`config.mk`:
```
export PLATFORM = sky130hd
export DESIGN_NAME = pmu_power_ctrl
export DESIGN_NICKNAME = d
export VERILOG_FILES = /design/src/hdl/pmu_pkg.sv /design/src/hdl/pmu_power_ctrl.sv /design/src/hdl/pmu_press_timer.sv /design/src/hdl/pmu_pin_mux.sv
export SDC_FILE = /design/constraint.sdc
export NUM_CORES = 1
export LEC_CHECK = 0
export BUFFER_PORTS_ARGS = -buffer_cell sky130_fd_sc_hd__buf_2
export CAP_MARGIN = 5
export CORE_MARGIN = 2
export CORE_UTILIZATION = 44
export CTS_CLUSTER_SIZE = 30
export DETAILED_ROUTE_END_ITERATION = 10
export PLACE_DENSITY = 0.65
export SLEW_MARGIN = 10
export SYNTH_ARGS = -nofsm -noshare
export SYNTH_HDL_FRONTEND = slang
export SYNTH_SLANG_ARGS = --single-unit
export TNS_END_PERCENT = 20
```
`constraint.sdc`:
```
create_clock -name hclk -period 2.87 [get_ports hclk]
set_clock_uncertainty 0.05 [all_clocks]
set_input_delay 0.4305 -clock hclk [delete_from_list [all_inputs] [get_ports hclk]]
set_output_delay 0.4305 -clock hclk [all_outputs]
set_load 0.03 [all_outputs]
```
`src/hdl/pmu_pkg.sv`:
```
package pmu_pkg;
   localparam int          CLK_HZ         = 25_000_000;
   localparam int          CLK_KHZ        = CLK_HZ / 1000;
   // press and window times in milliseconds
   localparam int          LP_OFF_MS      = 5000;
   localparam int          LP_IRQ_MS      = 4000;
   localparam int          BTN_RST_MS     = 100;
   localparam int          IRQ_WIN_MS     = 5000;
   localparam int          LP_OFF_CYC     = LP_OFF_MS * CLK_KHZ;
   localparam int          LP_IRQ_CYC     = LP_IRQ_MS * CLK_KHZ;
   localparam int          BTN_RST_CYC    = BTN_RST_MS * CLK_KHZ;
   localparam int          IRQ_WIN_CYC    = IRQ_WIN_MS * CLK_KHZ;
   localparam int          TIMER_W        = 27;
   localparam int          N_SRC          = 8;
   localparam int          N_RES          = 8;
   localparam int          N_SEL          = 4;
   // register byte offsets
   localparam logic [7:0]  OFS_DEVICE_CONTROL_REG    = 8'h00;
   localparam logic [7:0]  OFS_DEVICE_CONTROL2_REG   = 8'h04;
   localparam logic [7:0]  OFS_INT_STS    = 8'h08;
   localparam logic [7:0]  OFS_INT_MSK    = 8'h0c;
   localparam logic [7:0]  OFS_THERMAL    = 8'h10;
   localparam logic [7:0]  OFS_STATE      = 8'h14;
   localparam logic [7:0]  OFS_LDO_MAP    = 8'h18;
   localparam logic [7:0]  OFS_PREQ_A     = 8'h1c;
   localparam logic [7:0]  OFS_PREQ_B     = 8'h20;
   localparam logic [7:0]  OFS_CREQ1      = 8'h24;
   localparam logic [7:0]  OFS_CREQ2      = 8'h28;
   // device_control_reg fields
   localparam int          B_HOLD         = 0;
   localparam int          B_DEVICE_OFF_BIT      = 1;
   localparam int          B_SW_SLEEP     = 2;
   localparam int          B_LOAD_OTP     = 6;
   // device_control2_reg fields
   localparam int          B_LP_OFF       = 0;
   localparam int          B_LP_RST       = 1;
   localparam int          B_SLP_EN       = 2;
   localparam int          B_SLP_POL      = 3;
   localparam int          B_BTN_RST      = 4;
   // interrupt_status_reg fields
   localparam int          B_LP_IRQ       = 0;
   localparam int          B_PENDING      = 1;
   localparam logic [7:0]  CTRL2_RST      = 8'h01;
   localparam logic [7:0]  MASK_RST       = 8'h00;
   localparam logic [7:0]  LDO_MAP_RST    = 8'he4;
   localparam logic [7:0]  MAP_RST        = 8'h00;
   typedef enum logic [2:0] {
      ST_NO_SUPPLY,
      ST_CONFIG,
      ST_OFF,
      ST_ACTIVE,
      ST_SLEEP
   } pmu_state_t;
endpackage

```
`src/hdl/pmu_power_ctrl.sv`:
```
`timescale 1ns/100ps
`default_nettype none
module pmu_power_ctrl
#(
   parameter int       LP_OFF_CNT   = pmu_pkg::LP_OFF_CYC,
   parameter int       LP_IRQ_CNT   = pmu_pkg::LP_IRQ_CYC,
   parameter int       BTN_RST_CNT  = pmu_pkg::BTN_RST_CYC,
   parameter int       IRQ_WIN_CNT  = pmu_pkg::IRQ_WIN_CYC,
   parameter bit       HOLD_DEFAULT = 1'b0
)
(
   input  wire logic                       hclk,
   input  wire logic                       hresetn,
   input  wire logic                       hsel,
   input  wire logic [31:0]                haddr,
   input  wire logic [1:0]                 htrans,
   input  wire logic                       hwrite,
   input  wire logic [2:0]                 hsize,
   input  wire logic [31:0]                hwdata,
   input  wire logic                       hready,
   output logic                            hreadyout,
   output logic                            hresp,
   output logic [31:0]                     hrdata,
   input  wire logic                       main_supply_sense,
   input  wire logic                       power_button_n,
   input  wire logic                       power_hold_pin,
   input  wire logic [pmu_pkg::N_SRC-1:0]  irq_sources,
   input  wire logic                       thermal_shutdown_flag,
   input  wire logic                       sleep_pin,
   input  wire logic                       config_strap_two_gnd,
   input  wire logic [pmu_pkg::N_SEL-1:0]  resource_enable_pins,
   input  wire logic                       scaling_bus_clock_pin,
   input  wire logic                       scaling_bus_data_pin,
   output logic                            power_on_reset_out_n,
   output logic                            global_reset_out,
   output logic                            general_reset_pulse,
   output logic                            supplies_on,
   output logic                            sleep_mode_out,
   output logic                            interrupt_out_n,
   output logic [pmu_pkg::N_SEL-1:0]       converter_voltage_select,
   output logic [pmu_pkg::N_SEL-1:0]       ldo_voltage_select,
   output logic [pmu_pkg::N_RES-1:0]       request_resource_en
);
   import pmu_pkg::*;

   localparam logic [TIMER_W-1:0] LP_OFF_T  = TIMER_W'(LP_OFF_CNT);
   localparam logic [TIMER_W-1:0] LP_IRQ_T  = TIMER_W'(LP_IRQ_CNT);
   localparam logic [TIMER_W-1:0] BTN_RST_T = TIMER_W'(BTN_RST_CNT);
   localparam logic [TIMER_W-1:0] IRQ_WIN_T = TIMER_W'(IRQ_WIN_CNT);

   pmu_state_t          state_reg;
   pmu_state_t          state_next;
   logic [7:0]          device_control_reg_reg;
   logic [7:0]          device_control2_reg;
   logic [7:0]          irq_mask_reg;
   logic [7:0]          ldo_select_mapping_reg;
   logic [7:0]          power_request_map_a;
   logic [7:0]          power_request_map_b;
   logic [7:0]          clock_request_one_map;
   logic [7:0]          clock_request_two_map;
   logic                long_press_irq;
   logic                slept_by_sw_reg;
   logic                rd_busy_reg;
   logic                wr_pend_reg;
   logic [7:0]          addr_reg;
   logic [TIMER_W-1:0]  btn_cnt;
   logic [TIMER_W-1:0]  irq_cnt;
   logic                uvlo;
   logic                cfg_defaults;
   logic                irq_pending;
   logic                irq_window;
   logic                lp_long;
   logic                lp_block;
   logic                pwr_on_cond;
   logic                on_block;
   logic                off_req;
   logic                pin_sleep;
   logic                sleep_go;
   logic                turnoff_evt;
   logic                gen_reset;
   logic                powered;
   logic                accept;
   logic                wr_hit;
   logic [31:0]         rd_mux;

   // full reset from undervoltage, applied synchronously
   assign uvlo         = !main_supply_sense;
   assign cfg_defaults = (state_reg == ST_NO_SUPPLY) ||
                         (state_reg == ST_CONFIG);
   assign powered      = (state_reg == ST_ACTIVE) ||
                         (state_reg == ST_SLEEP);

   pmu_press_timer
   #(
      .W       (TIMER_W)
   )
   u_btn_timer
   (
      .hclk    (hclk),
      .hresetn (hresetn),
      .run     (!power_button_n && !cfg_defaults),
      .count   (btn_cnt)
   );

   pmu_press_timer
   #(
      .W       (TIMER_W)
   )
   u_irq_timer
   (
      .hclk    (hclk),
      .hresetn (hresetn),
      .run     (irq_pending),
      .count   (irq_cnt)
   );

   assign irq_pending = |(irq_sources & ~irq_mask_reg) | long_press_irq;
   // window closes 5 s after the first unmasked flag
   assign irq_window  = irq_pending && (irq_cnt < IRQ_WIN_T);
   assign lp_long     = btn_cnt > LP_OFF_T;
   assign lp_block    = lp_long && (device_control2_reg[B_LP_OFF] ||
                                    device_control2_reg[B_LP_RST]);
   assign pwr_on_cond = !power_button_n || power_hold_pin ||
                        device_control_reg_reg[B_HOLD] || irq_window;
   assign on_block    = lp_block || thermal_shutdown_flag;
   assign off_req     = !pwr_on_cond || lp_block ||
                        device_control_reg_reg[B_DEVICE_OFF_BIT] ||
                        thermal_shutdown_flag;
   assign pin_sleep   = device_control2_reg[B_SLP_EN] &&
                        (sleep_pin == device_control2_reg[B_SLP_POL]);
   assign sleep_go    = config_strap_two_gnd && !irq_pending &&
                        (device_control_reg_reg[B_SW_SLEEP] || pin_sleep);
   // long press with reset enable counts as a turnoff event
   assign turnoff_evt = (btn_cnt == LP_OFF_T + 1'b1) &&
                        device_control2_reg[B_LP_RST];
   assign gen_reset   = (turnoff_evt && device_control_reg_reg[B_LOAD_OTP]) ||
                        ((btn_cnt == BTN_RST_T + 1'b1) &&
                         device_control2_reg[B_BTN_RST]);

   always_comb
   begin
      state_next = state_reg;
      unique case (state_reg)
         ST_NO_SUPPLY:
            state_next = ST_CONFIG;
         ST_CONFIG:
            state_next = ST_OFF;
         ST_OFF:
            if (pwr_on_cond && !on_block)
               state_next = ST_ACTIVE;
         ST_ACTIVE:
            if (device_control_reg_reg[B_LOAD_OTP])
               state_next = ST_CONFIG;
            else if (off_req)
               state_next = ST_OFF;
            else if (sleep_go)
               state_next = ST_SLEEP;
         ST_SLEEP:
            if (device_control_reg_reg[B_LOAD_OTP])
               state_next = ST_CONFIG;
            else if (off_req)
               state_next = ST_OFF;
            else if (!config_strap_two_gnd)
               state_next = ST_ACTIVE;
            else if (slept_by_sw_reg)
            begin
               // software sleep ignores the sleep pin on the way out
               if (irq_pending)
                  state_next = ST_ACTIVE;
            end
            else if (irq_pending || (!pin_sleep &&
                                     !device_control_reg_reg[B_SW_SLEEP]))
               state_next = ST_ACTIVE;
      endcase
      if (uvlo)
         state_next = ST_NO_SUPPLY;
   end

   always_ff @(posedge hclk or negedge hresetn)
   begin
      if (!hresetn)
         state_reg <= ST_NO_SUPPLY;
      else
         state_reg <= state_next;
   end

   always_ff @(posedge hclk or negedge hresetn)
   begin
      if (!hresetn)
         slept_by_sw_reg <= 1'b0;
      else if (state_reg == ST_ACTIVE && state_next == ST_SLEEP)
         slept_by_sw_reg <= device_control_reg_reg[B_SW_SLEEP];
      else if (state_next != ST_SLEEP)
         slept_by_sw_reg <= 1'b0;
   end

   // reset, supply and sleep outputs follow the next state so they line up with state_reg
   always_ff @(posedge hclk or negedge hresetn)
   begin
      if (!hresetn)
      begin
         power_on_reset_out_n <= 1'b0;
         global_reset_out     <= 1'b1;
         supplies_on          <= 1'b0;
         sleep_mode_out       <= 1'b0;
         general_reset_pulse  <= 1'b0;
         interrupt_out_n      <= 1'b1;
      end
      else
      begin
         power_on_reset_out_n <= (state_next == ST_ACTIVE) ||
                                 (state_next == ST_SLEEP);
         global_reset_out     <= state_next == ST_NO_SUPPLY;
         supplies_on          <= state_next == ST_ACTIVE;
         sleep_mode_out       <= state_next == ST_SLEEP;
         general_reset_pulse  <= gen_reset && !uvlo;
         interrupt_out_n      <= !irq_pending;
      end
   end

   // ahb-lite slave: writes zero wait, reads one wait state
   assign accept    = hsel && hready && htrans[1];
   assign hreadyout = !rd_busy_reg;
   assign hresp     = 1'b0;
   assign wr_hit    = wr_pend_reg;

   always_ff @(posedge hclk or negedge hresetn)
   begin
      if (!hresetn)
      begin
         wr_pend_reg <= 1'b0;
         rd_busy_reg <= 1'b0;
         addr_reg    <= '0;
      end
      else
      begin
         wr_pend_reg <= accept && hwrite;
         rd_busy_reg <= accept && !hwrite;
         if (accept)
            addr_reg <= {haddr[7:2], 2'b00};
      end
   end

   always_comb
   begin
      rd_mux = '0;
      unique case (addr_reg)
         OFS_DEVICE_CONTROL_REG:  rd_mux[7:0] = device_control_reg_reg;
         OFS_DEVICE_CONTROL2_REG: rd_mux[7:0] = device_control2_reg;
         OFS_INT_STS:  rd_mux[1:0] = {irq_pending, long_press_irq};
         OFS_INT_MSK:  rd_mux[7:0] = irq_mask_reg;
         OFS_THERMAL:  rd_mux[0]   = thermal_shutdown_flag;
         OFS_STATE:    rd_mux[2:0] = state_reg;
         OFS_LDO_MAP:  rd_mux[7:0] = ldo_select_mapping_reg;
         OFS_PREQ_A:   rd_mux[7:0] = power_request_map_a;
         OFS_PREQ_B:   rd_mux[7:0] = power_request_map_b;
         OFS_CREQ1:    rd_mux[7:0] = clock_request_one_map;
         OFS_CREQ2:    rd_mux[7:0] = clock_request_two_map;
         default:      rd_mux      = '0;
      endcase
   end

   always_ff @(posedge hclk or negedge hresetn)
   begin
      if (!hresetn)
         hrdata <= '0;
      else if (rd_busy_reg)
         hrdata <= rd_mux;
   end

   // device control: only the hold bit reloads on general reset
   always_ff @(posedge hclk or negedge hresetn)
   begin
      if (!hresetn)
         device_control_reg_reg <= '0;
      else if (cfg_defaults || uvlo)
         device_control_reg_reg <= {7'h00, HOLD_DEFAULT};
      else if (gen_reset)
         device_control_reg_reg[B_HOLD] <= HOLD_DEFAULT;
      else
      begin
         if (wr_hit && addr_reg == OFS_DEVICE_CONTROL_REG)
            device_control_reg_reg <= hwdata[7:0];
         // device-off is a one-shot request
         if (state_reg == ST_OFF)
            device_control_reg_reg[B_DEVICE_OFF_BIT] <= 1'b0;
      end
   end

   always_ff @(posedge hclk or negedge hresetn)
   begin
      if (!hresetn)
         device_control2_reg <= CTRL2_RST;
      else if (cfg_defaults || uvlo || gen_reset)
         device_control2_reg <= CTRL2_RST;
      else if (wr_hit && addr_reg == OFS_DEVICE_CONTROL2_REG)
         device_control2_reg <= hwdata[7:0];
   end

   // sticky long-press flag, write one to clear, set wins
   always_ff @(posedge hclk or negedge hresetn)
   begin
      if (!hresetn)
         long_press_irq <= 1'b0;
      else if (cfg_defaults || uvlo)
         long_press_irq <= 1'b0;
      else if (btn_cnt == LP_IRQ_T)
         long_press_irq <= 1'b1;
      else if (wr_hit && addr_reg == OFS_INT_STS && hwdata[B_LP_IRQ])
         long_press_irq <= 1'b0;
   end

   always_ff @(posedge hclk or negedge hresetn)
   begin
      if (!hresetn)
      begin
         irq_mask_reg           <= MASK_RST;
         ldo_select_mapping_reg <= LDO_MAP_RST;
         power_request_map_a    <= MAP_RST;
         power_request_map_b    <= MAP_RST;
         clock_request_one_map  <= MAP_RST;
         clock_request_two_map  <= MAP_RST;
      end
      else if (cfg_defaults || uvlo)
      begin
         irq_mask_reg           <= MASK_RST;
         ldo_select_mapping_reg <= LDO_MAP_RST;
         power_request_map_a    <= MAP_RST;
         power_request_map_b    <= MAP_RST;
         clock_request_one_map  <= MAP_RST;
         clock_request_two_map  <= MAP_RST;
      end
      else if (wr_hit)
      begin
         unique case (addr_reg)
            OFS_INT_MSK: irq_mask_reg           <= hwdata[7:0];
            OFS_LDO_MAP: ldo_select_mapping_reg <= hwdata[7:0];
            OFS_PREQ_A:  power_request_map_a    <= hwdata[7:0];
            OFS_PREQ_B:  power_request_map_b    <= hwdata[7:0];
            OFS_CREQ1:   clock_request_one_map  <= hwdata[7:0];
            OFS_CREQ2:   clock_request_two_map  <= hwdata[7:0];
            default:     ;
         endcase
      end
   end

   pmu_pin_mux u_pin_mux
   (
      .hclk        (hclk),
      .hresetn     (hresetn),
      .strap_gnd   (config_strap_two_gnd),
      .powered     (powered),
      .enable_pins (resource_enable_pins),
      .clk_req_one (scaling_bus_clock_pin),
      .clk_req_two (scaling_bus_data_pin),
      .power_request_pin     (sleep_pin),
      .ldo_map     (ldo_select_mapping_reg),
      .preq_map_a  (power_request_map_a),
      .preq_map_b  (power_request_map_b),
      .creq1_map   (clock_request_one_map),
      .creq2_map   (clock_request_two_map),
      .conv_sel    (converter_voltage_select),
      .ldo_sel     (ldo_voltage_select),
      .req_en      (request_resource_en)
   );
endmodule
`default_nettype wire

```
`src/hdl/pmu_press_timer.sv`:
```
`timescale 1ns/100ps
`default_nettype none
// saturating count of cycles that run has been held high
module pmu_press_timer
#(
   parameter int W = 27
)
(
   input  wire logic         hclk,
   input  wire logic         hresetn,
   input  wire logic         run,
   output logic [W-1:0]      count
);
   logic [W-1:0] count_reg;

   always_ff @(posedge hclk or negedge hresetn)
   begin
      if (!hresetn)
         count_reg <= '0;
      else if (!run)
         count_reg <= '0;
      else if (count_reg != {W{1'b1}})
         count_reg <= count_reg + 1'b1;
   end

   assign count = count_reg;
endmodule
`default_nettype wire

```
`src/hdl/pmu_pin_mux.sv`:
```
`timescale 1ns/100ps
`default_nettype none
// strap-grounded remapping of enable and request pins
module pmu_pin_mux
   import pmu_pkg::*;
(
   input  wire logic               hclk,
   input  wire logic               hresetn,
   input  wire logic               strap_gnd,
   input  wire logic               powered,
   input  wire logic [N_SEL-1:0]   enable_pins,
   input  wire logic               clk_req_one,
   input  wire logic               clk_req_two,
   input  wire logic               power_request_pin,
   input  wire logic [7:0]         ldo_map,
   input  wire logic [N_RES-1:0]   preq_map_a,
   input  wire logic [N_RES-1:0]   preq_map_b,
   input  wire logic [N_RES-1:0]   creq1_map,
   input  wire logic [N_RES-1:0]   creq2_map,
   output logic [N_SEL-1:0]        conv_sel,
   output logic [N_SEL-1:0]        ldo_sel,
   output logic [N_RES-1:0]        req_en
);
   logic [N_SEL-1:0] ldo_sel_next;
   logic [N_RES-1:0] req_en_next;

   genvar i;
   generate
      for (i = 0; i < N_SEL; i++)
      begin : g_ldo
         // each ldo follows whichever select pin its field names
         assign ldo_sel_next[i] = strap_gnd &
                                  enable_pins[ldo_map[2*i +: 2]];
      end
   endgenerate

   assign req_en_next = {N_RES{strap_gnd & powered}} &
                        (({N_RES{power_request_pin}} & (preq_map_a | preq_map_b)) |
                         ({N_RES{clk_req_one}} & creq1_map) |
                         ({N_RES{clk_req_two}} & creq2_map));

   always_ff @(posedge hclk or negedge hresetn)
   begin
      if (!hresetn)
      begin
         conv_sel <= '0;
         ldo_sel  <= '0;
         req_en   <= '0;
      end
      else
      begin
         conv_sel <= strap_gnd ? enable_pins : '0;
         ldo_sel  <= ldo_sel_next;
         req_en   <= req_en_next;
      end
   end
endmodule
`default_nettype wire

```
==> impl_metrics.sql <==
INSERT INTO impl_metrics (metric_group, metric, value, unit) VALUES
('run_status', 'outcome', 'finished clean', ''),
('floorplanning', 'rows', '50', ''),
('floorplanning', 'start_util', '0.4499', ''),
('logic_synthesis', 'netlist_instances', '887', ''),
('global_routing', 'grtUsageTotal', '0.2194', ''),
('clocking', 'clock_latency', '430', 'ps'),
('timing', 'worst-slew-pin-transition', '601.1', 'ps'),
('min_path', 'min_delay_worst_endpoint', 'rd_busy_reg', ''),
('layout', 'finalNetCount', '1046', ''),
('logic_synthesis', 'dominant_synthesized_flop_cell', 'dfrtp_1', ''),
('layout', 'drive_above_1_share', '0.1696', ''),
('placed_design', 'place.gp.congestion', '0.8622', ''),
('detailed_routing', 'drt_drc_violations_left', '0', ''),
('logic_synthesis', 'ys.warnings.count', '0', ''),
('layout', 'final_util', '0.5098', ''),
('global_routing', 'grt_first_pass_wirelength', '34250', 'um'),
('logic_synthesis', 'synth_area', '8416', 'um2'),
('critical_path', 'critPathMaxStageDelay', '550', 'ps'),
('timing', 'worst_hold_slack', '121.1', 'ps'),
('power_and_ir_drop', 'ir_drop', '416.4', 'uV'),
('min_path', 'hold_path_depth', '2', ''),
('detailed_routing', 'avgRoutedWirePerCell', '17.85', 'um'),
('detailed_routing', 'route.final.wire_length', '21340', 'um'),
('logic_synthesis', 'synth_top_cells_by_area', 'dfrtp_1 46%, mux2i_1 5.8%, nor2_1 5.3%, nand2_1 4.1%, nand3_1 3.5%', ''),
('clocking', 'tritoncts_num_sinks', '161', ''),
('global_routing', 'grt_pass1_vias', '6288', ''),
('clocking', 'clock_tree_from_tritoncts', 'done', ''),
('placed_design', 'port_buffers', '70', ''),
('critical_path', 'crit_chain', 'nor4b_1 -> nand3_1 -> nor3_1 -> a21oi_1 -> a31oi_2 -> buf_4 -> o21ai_0', ''),
('detailed_routing', 'routed_met1_length', '9926', 'um'),
('detailed_routing', 'routed.top_layer', 'met4', ''),
('timing', 'final_period_minus_worst_setup_slack', '2445', 'ps'),
('floorplanning', 'floorplan.io_pins', '150', ''),
('timing', 'timing_hold_violations_final', '0', ''),
('min_path', 'hold_class', 'in2reg', ''),
('timing', 'timing.setup.tns', '0', 'ps'),
('floorplanning', 'floorplan.die.width', '142.3', 'um'),
('floorplanning', 'chipHeight', '142.3', 'um'),
('power_and_ir_drop', 'p_switching', '1.845', 'mW'),
('placed_design', 'detailedPlace.worstSlack', '363.9', 'ps'),
('floorplanning', 'core_region_area', '18710', 'um2'),
('critical_path', 'critPathKind', 'reg2reg', ''),
('timing', 'postLayoutSetupSlackWorst', '424.8', 'ps'),
('critical_path', 'critPathLaunch', 'u_btn_timer.count[19]', ''),
('power_and_ir_drop', 'power_switching_share', '0.3132', ''),
('detailed_routing', 'drt_pre_antenna_iters', '6', ''),
('logic_synthesis', 'yosys_register_bits', '161', ''),
('power_and_ir_drop', 'pwr-share-clk', '0.375', ''),
('power_and_ir_drop', 'totalPowerFinal', '5.891', 'mW'),
('timing', 'timing.max_slew.rel_slack', '0.5982', ''),
('layout', 'postLayoutCellArea', '9537', 'um2'),
('layout', 'area_growth_syn_to_layout', '13.32', '%'),
('logic_synthesis', 'number_of_distinct_standard_cells_referenced_by_the_synthesized_netlist', '67', ''),
('detailed_routing', 'wl_met3', '1226', 'um'),
('detailed_routing', 'post_drt_via_cell_ratio', '5.644', ''),
('detailed_routing', 'vias', '6745', ''),
('timing', 'timing.final.crit_share', '0.8520', ''),
('clocking', 'cts_root_buf', 'clkbuf_16', ''),
('critical_path', 'worst-endpoint-arrival', '2700', 'ps'),
('critical_path', 'worstSetupStartpointType', 'flip-flop', ''),
('critical_path', 'critical_path.slowest_cell', 'nor4b_1', ''),
('logic_synthesis', 'synth_edf_count', '0', ''),
('clocking', 'cts_inserted_buffers', '17', ''),
('layout', 'fin_cells', '1195', ''),
('clocking', 'h-tree-depth', '4', ''),
('timing', 'finalSetupViolCount', '0', ''),
('placed_design', 'hpwlAfterDp', '14990', 'um'),
('run', 'drv.max_cap_violation_count', '0', ''),
('layout', 'diodes', '0', ''),
('critical_path', 'regToRegSetupSlack', '420', 'ps'),
('critical_path', 'crit_fanout', '8', '');
-- worst max-delay path by stage --
stage / end / slack [ps]
3_3_place_gp: power_on_reset_out_n / 390
4_1_cts: device_control_reg_reg[3] / 430
3_5_place_dp: power_on_reset_out_n / 360
6_report: device_control_reg_reg[3] / 420
5_1_grt: device_control_reg_reg[3] / 260
2_1_floorplan: power_on_reset_out_n / 720
-- critical path: cells and delay by family, from the launching register on --
family	cells	cell delay (ps)
AND/OR/NAND/NOR	3	990
AO/OA/AOI/OAI	3	610
flip-flops	1	450
buffers and inverters	1	220
-- power groups by stage --
stage               clock network [mW]  logic (mW)  registers (mW)
finish                            2.21       0.976            2.70
CTS                               2.26       0.984            2.70
global placement                     0       0.965            2.74
detailed placement                   0       0.984            2.74
floorplan                            0       0.702            2.70
global route                      2.35        1.09            2.74
-- repair_timing --
item,CTS,global route
hold buffers,1,0
gates resized for setup,0,0
hold endpoints to repair,43,0
-- layout by cell type, fill, tap and decap left out, types with 6 or more instances in the layout --
master	n
a21oi_1	46
nor3_1	18
nor2_1	118
and3_1	7
buf_4	19
nor2b_1	9
clkbuf_16	17
and2_1	11
a31oi_1	8
nand3_1	59
a21o_1	6
dfstp_2	7
mux2_2	13
buf_2	69
a222oi_1	6
o21ai_0	37
nand4_1	17
xnor2_1	16
dfrtp_1	154
xor2_1	24
or3_1	7
a22oi_1	15
nand2_1	92
inv_1	15
mux2i_1	49
conb_1	25
-- routing by layer --
metal / GRT usage / up-vias
li1: - / 3198
met2: 0.3364 / 227
met5: 0 / -
met4: 0.06514 / 0
met1: 0.3166 / 3296
met3: 0.04374 / 24
-- cell usage after synthesis, drive strengths merged (12+ instances only) --
| cell | n |
|---|---|
| buf | 35 |
| dfrtp | 154 |
| nor2 | 120 |
| nand3 | 59 |
| xnor2 | 16 |
| mux2i | 49 |
| a22oi | 15 |
| o21ai | 39 |
| inv | 15 |
| a21oi | 46 |
| nand2 | 92 |
| nor3 | 18 |
| nand4 | 17 |
| mux2 | 13 |
| xor2 | 24 |
| clkbuf | 38 |
| and2 | 12 |
-- area by class of cell --
cell class | count | area (um2)
Sequential cell | 161 | 4038
Clock inverter | 13 | 126.4
Tap cell | 234 | 292.8
Fill cell | 1748 | 9169
Inverter | 15 | 56.30
Multi-Input combinational cell | 662 | 4051
Timing Repair Buffer | 91 | 529.3
Clock buffer | 19 | 442.9
-- cells by family (layout without fill, tap and decap cells) --
group           count (synthesis)  after routing  synth area share
mux                            67             67           0.08906
simple gates                  380            380            0.2223
flops                         161            161            0.4798
other cells                     1             25         0.0004456
fa+ha+maj                       4              4          0.005947
buf+inv                        88            138           0.05159
xor+xnor                       40             40           0.04163
compound gates                146            146            0.1093
No activity file was read; power rests on OpenSTA's default activity.
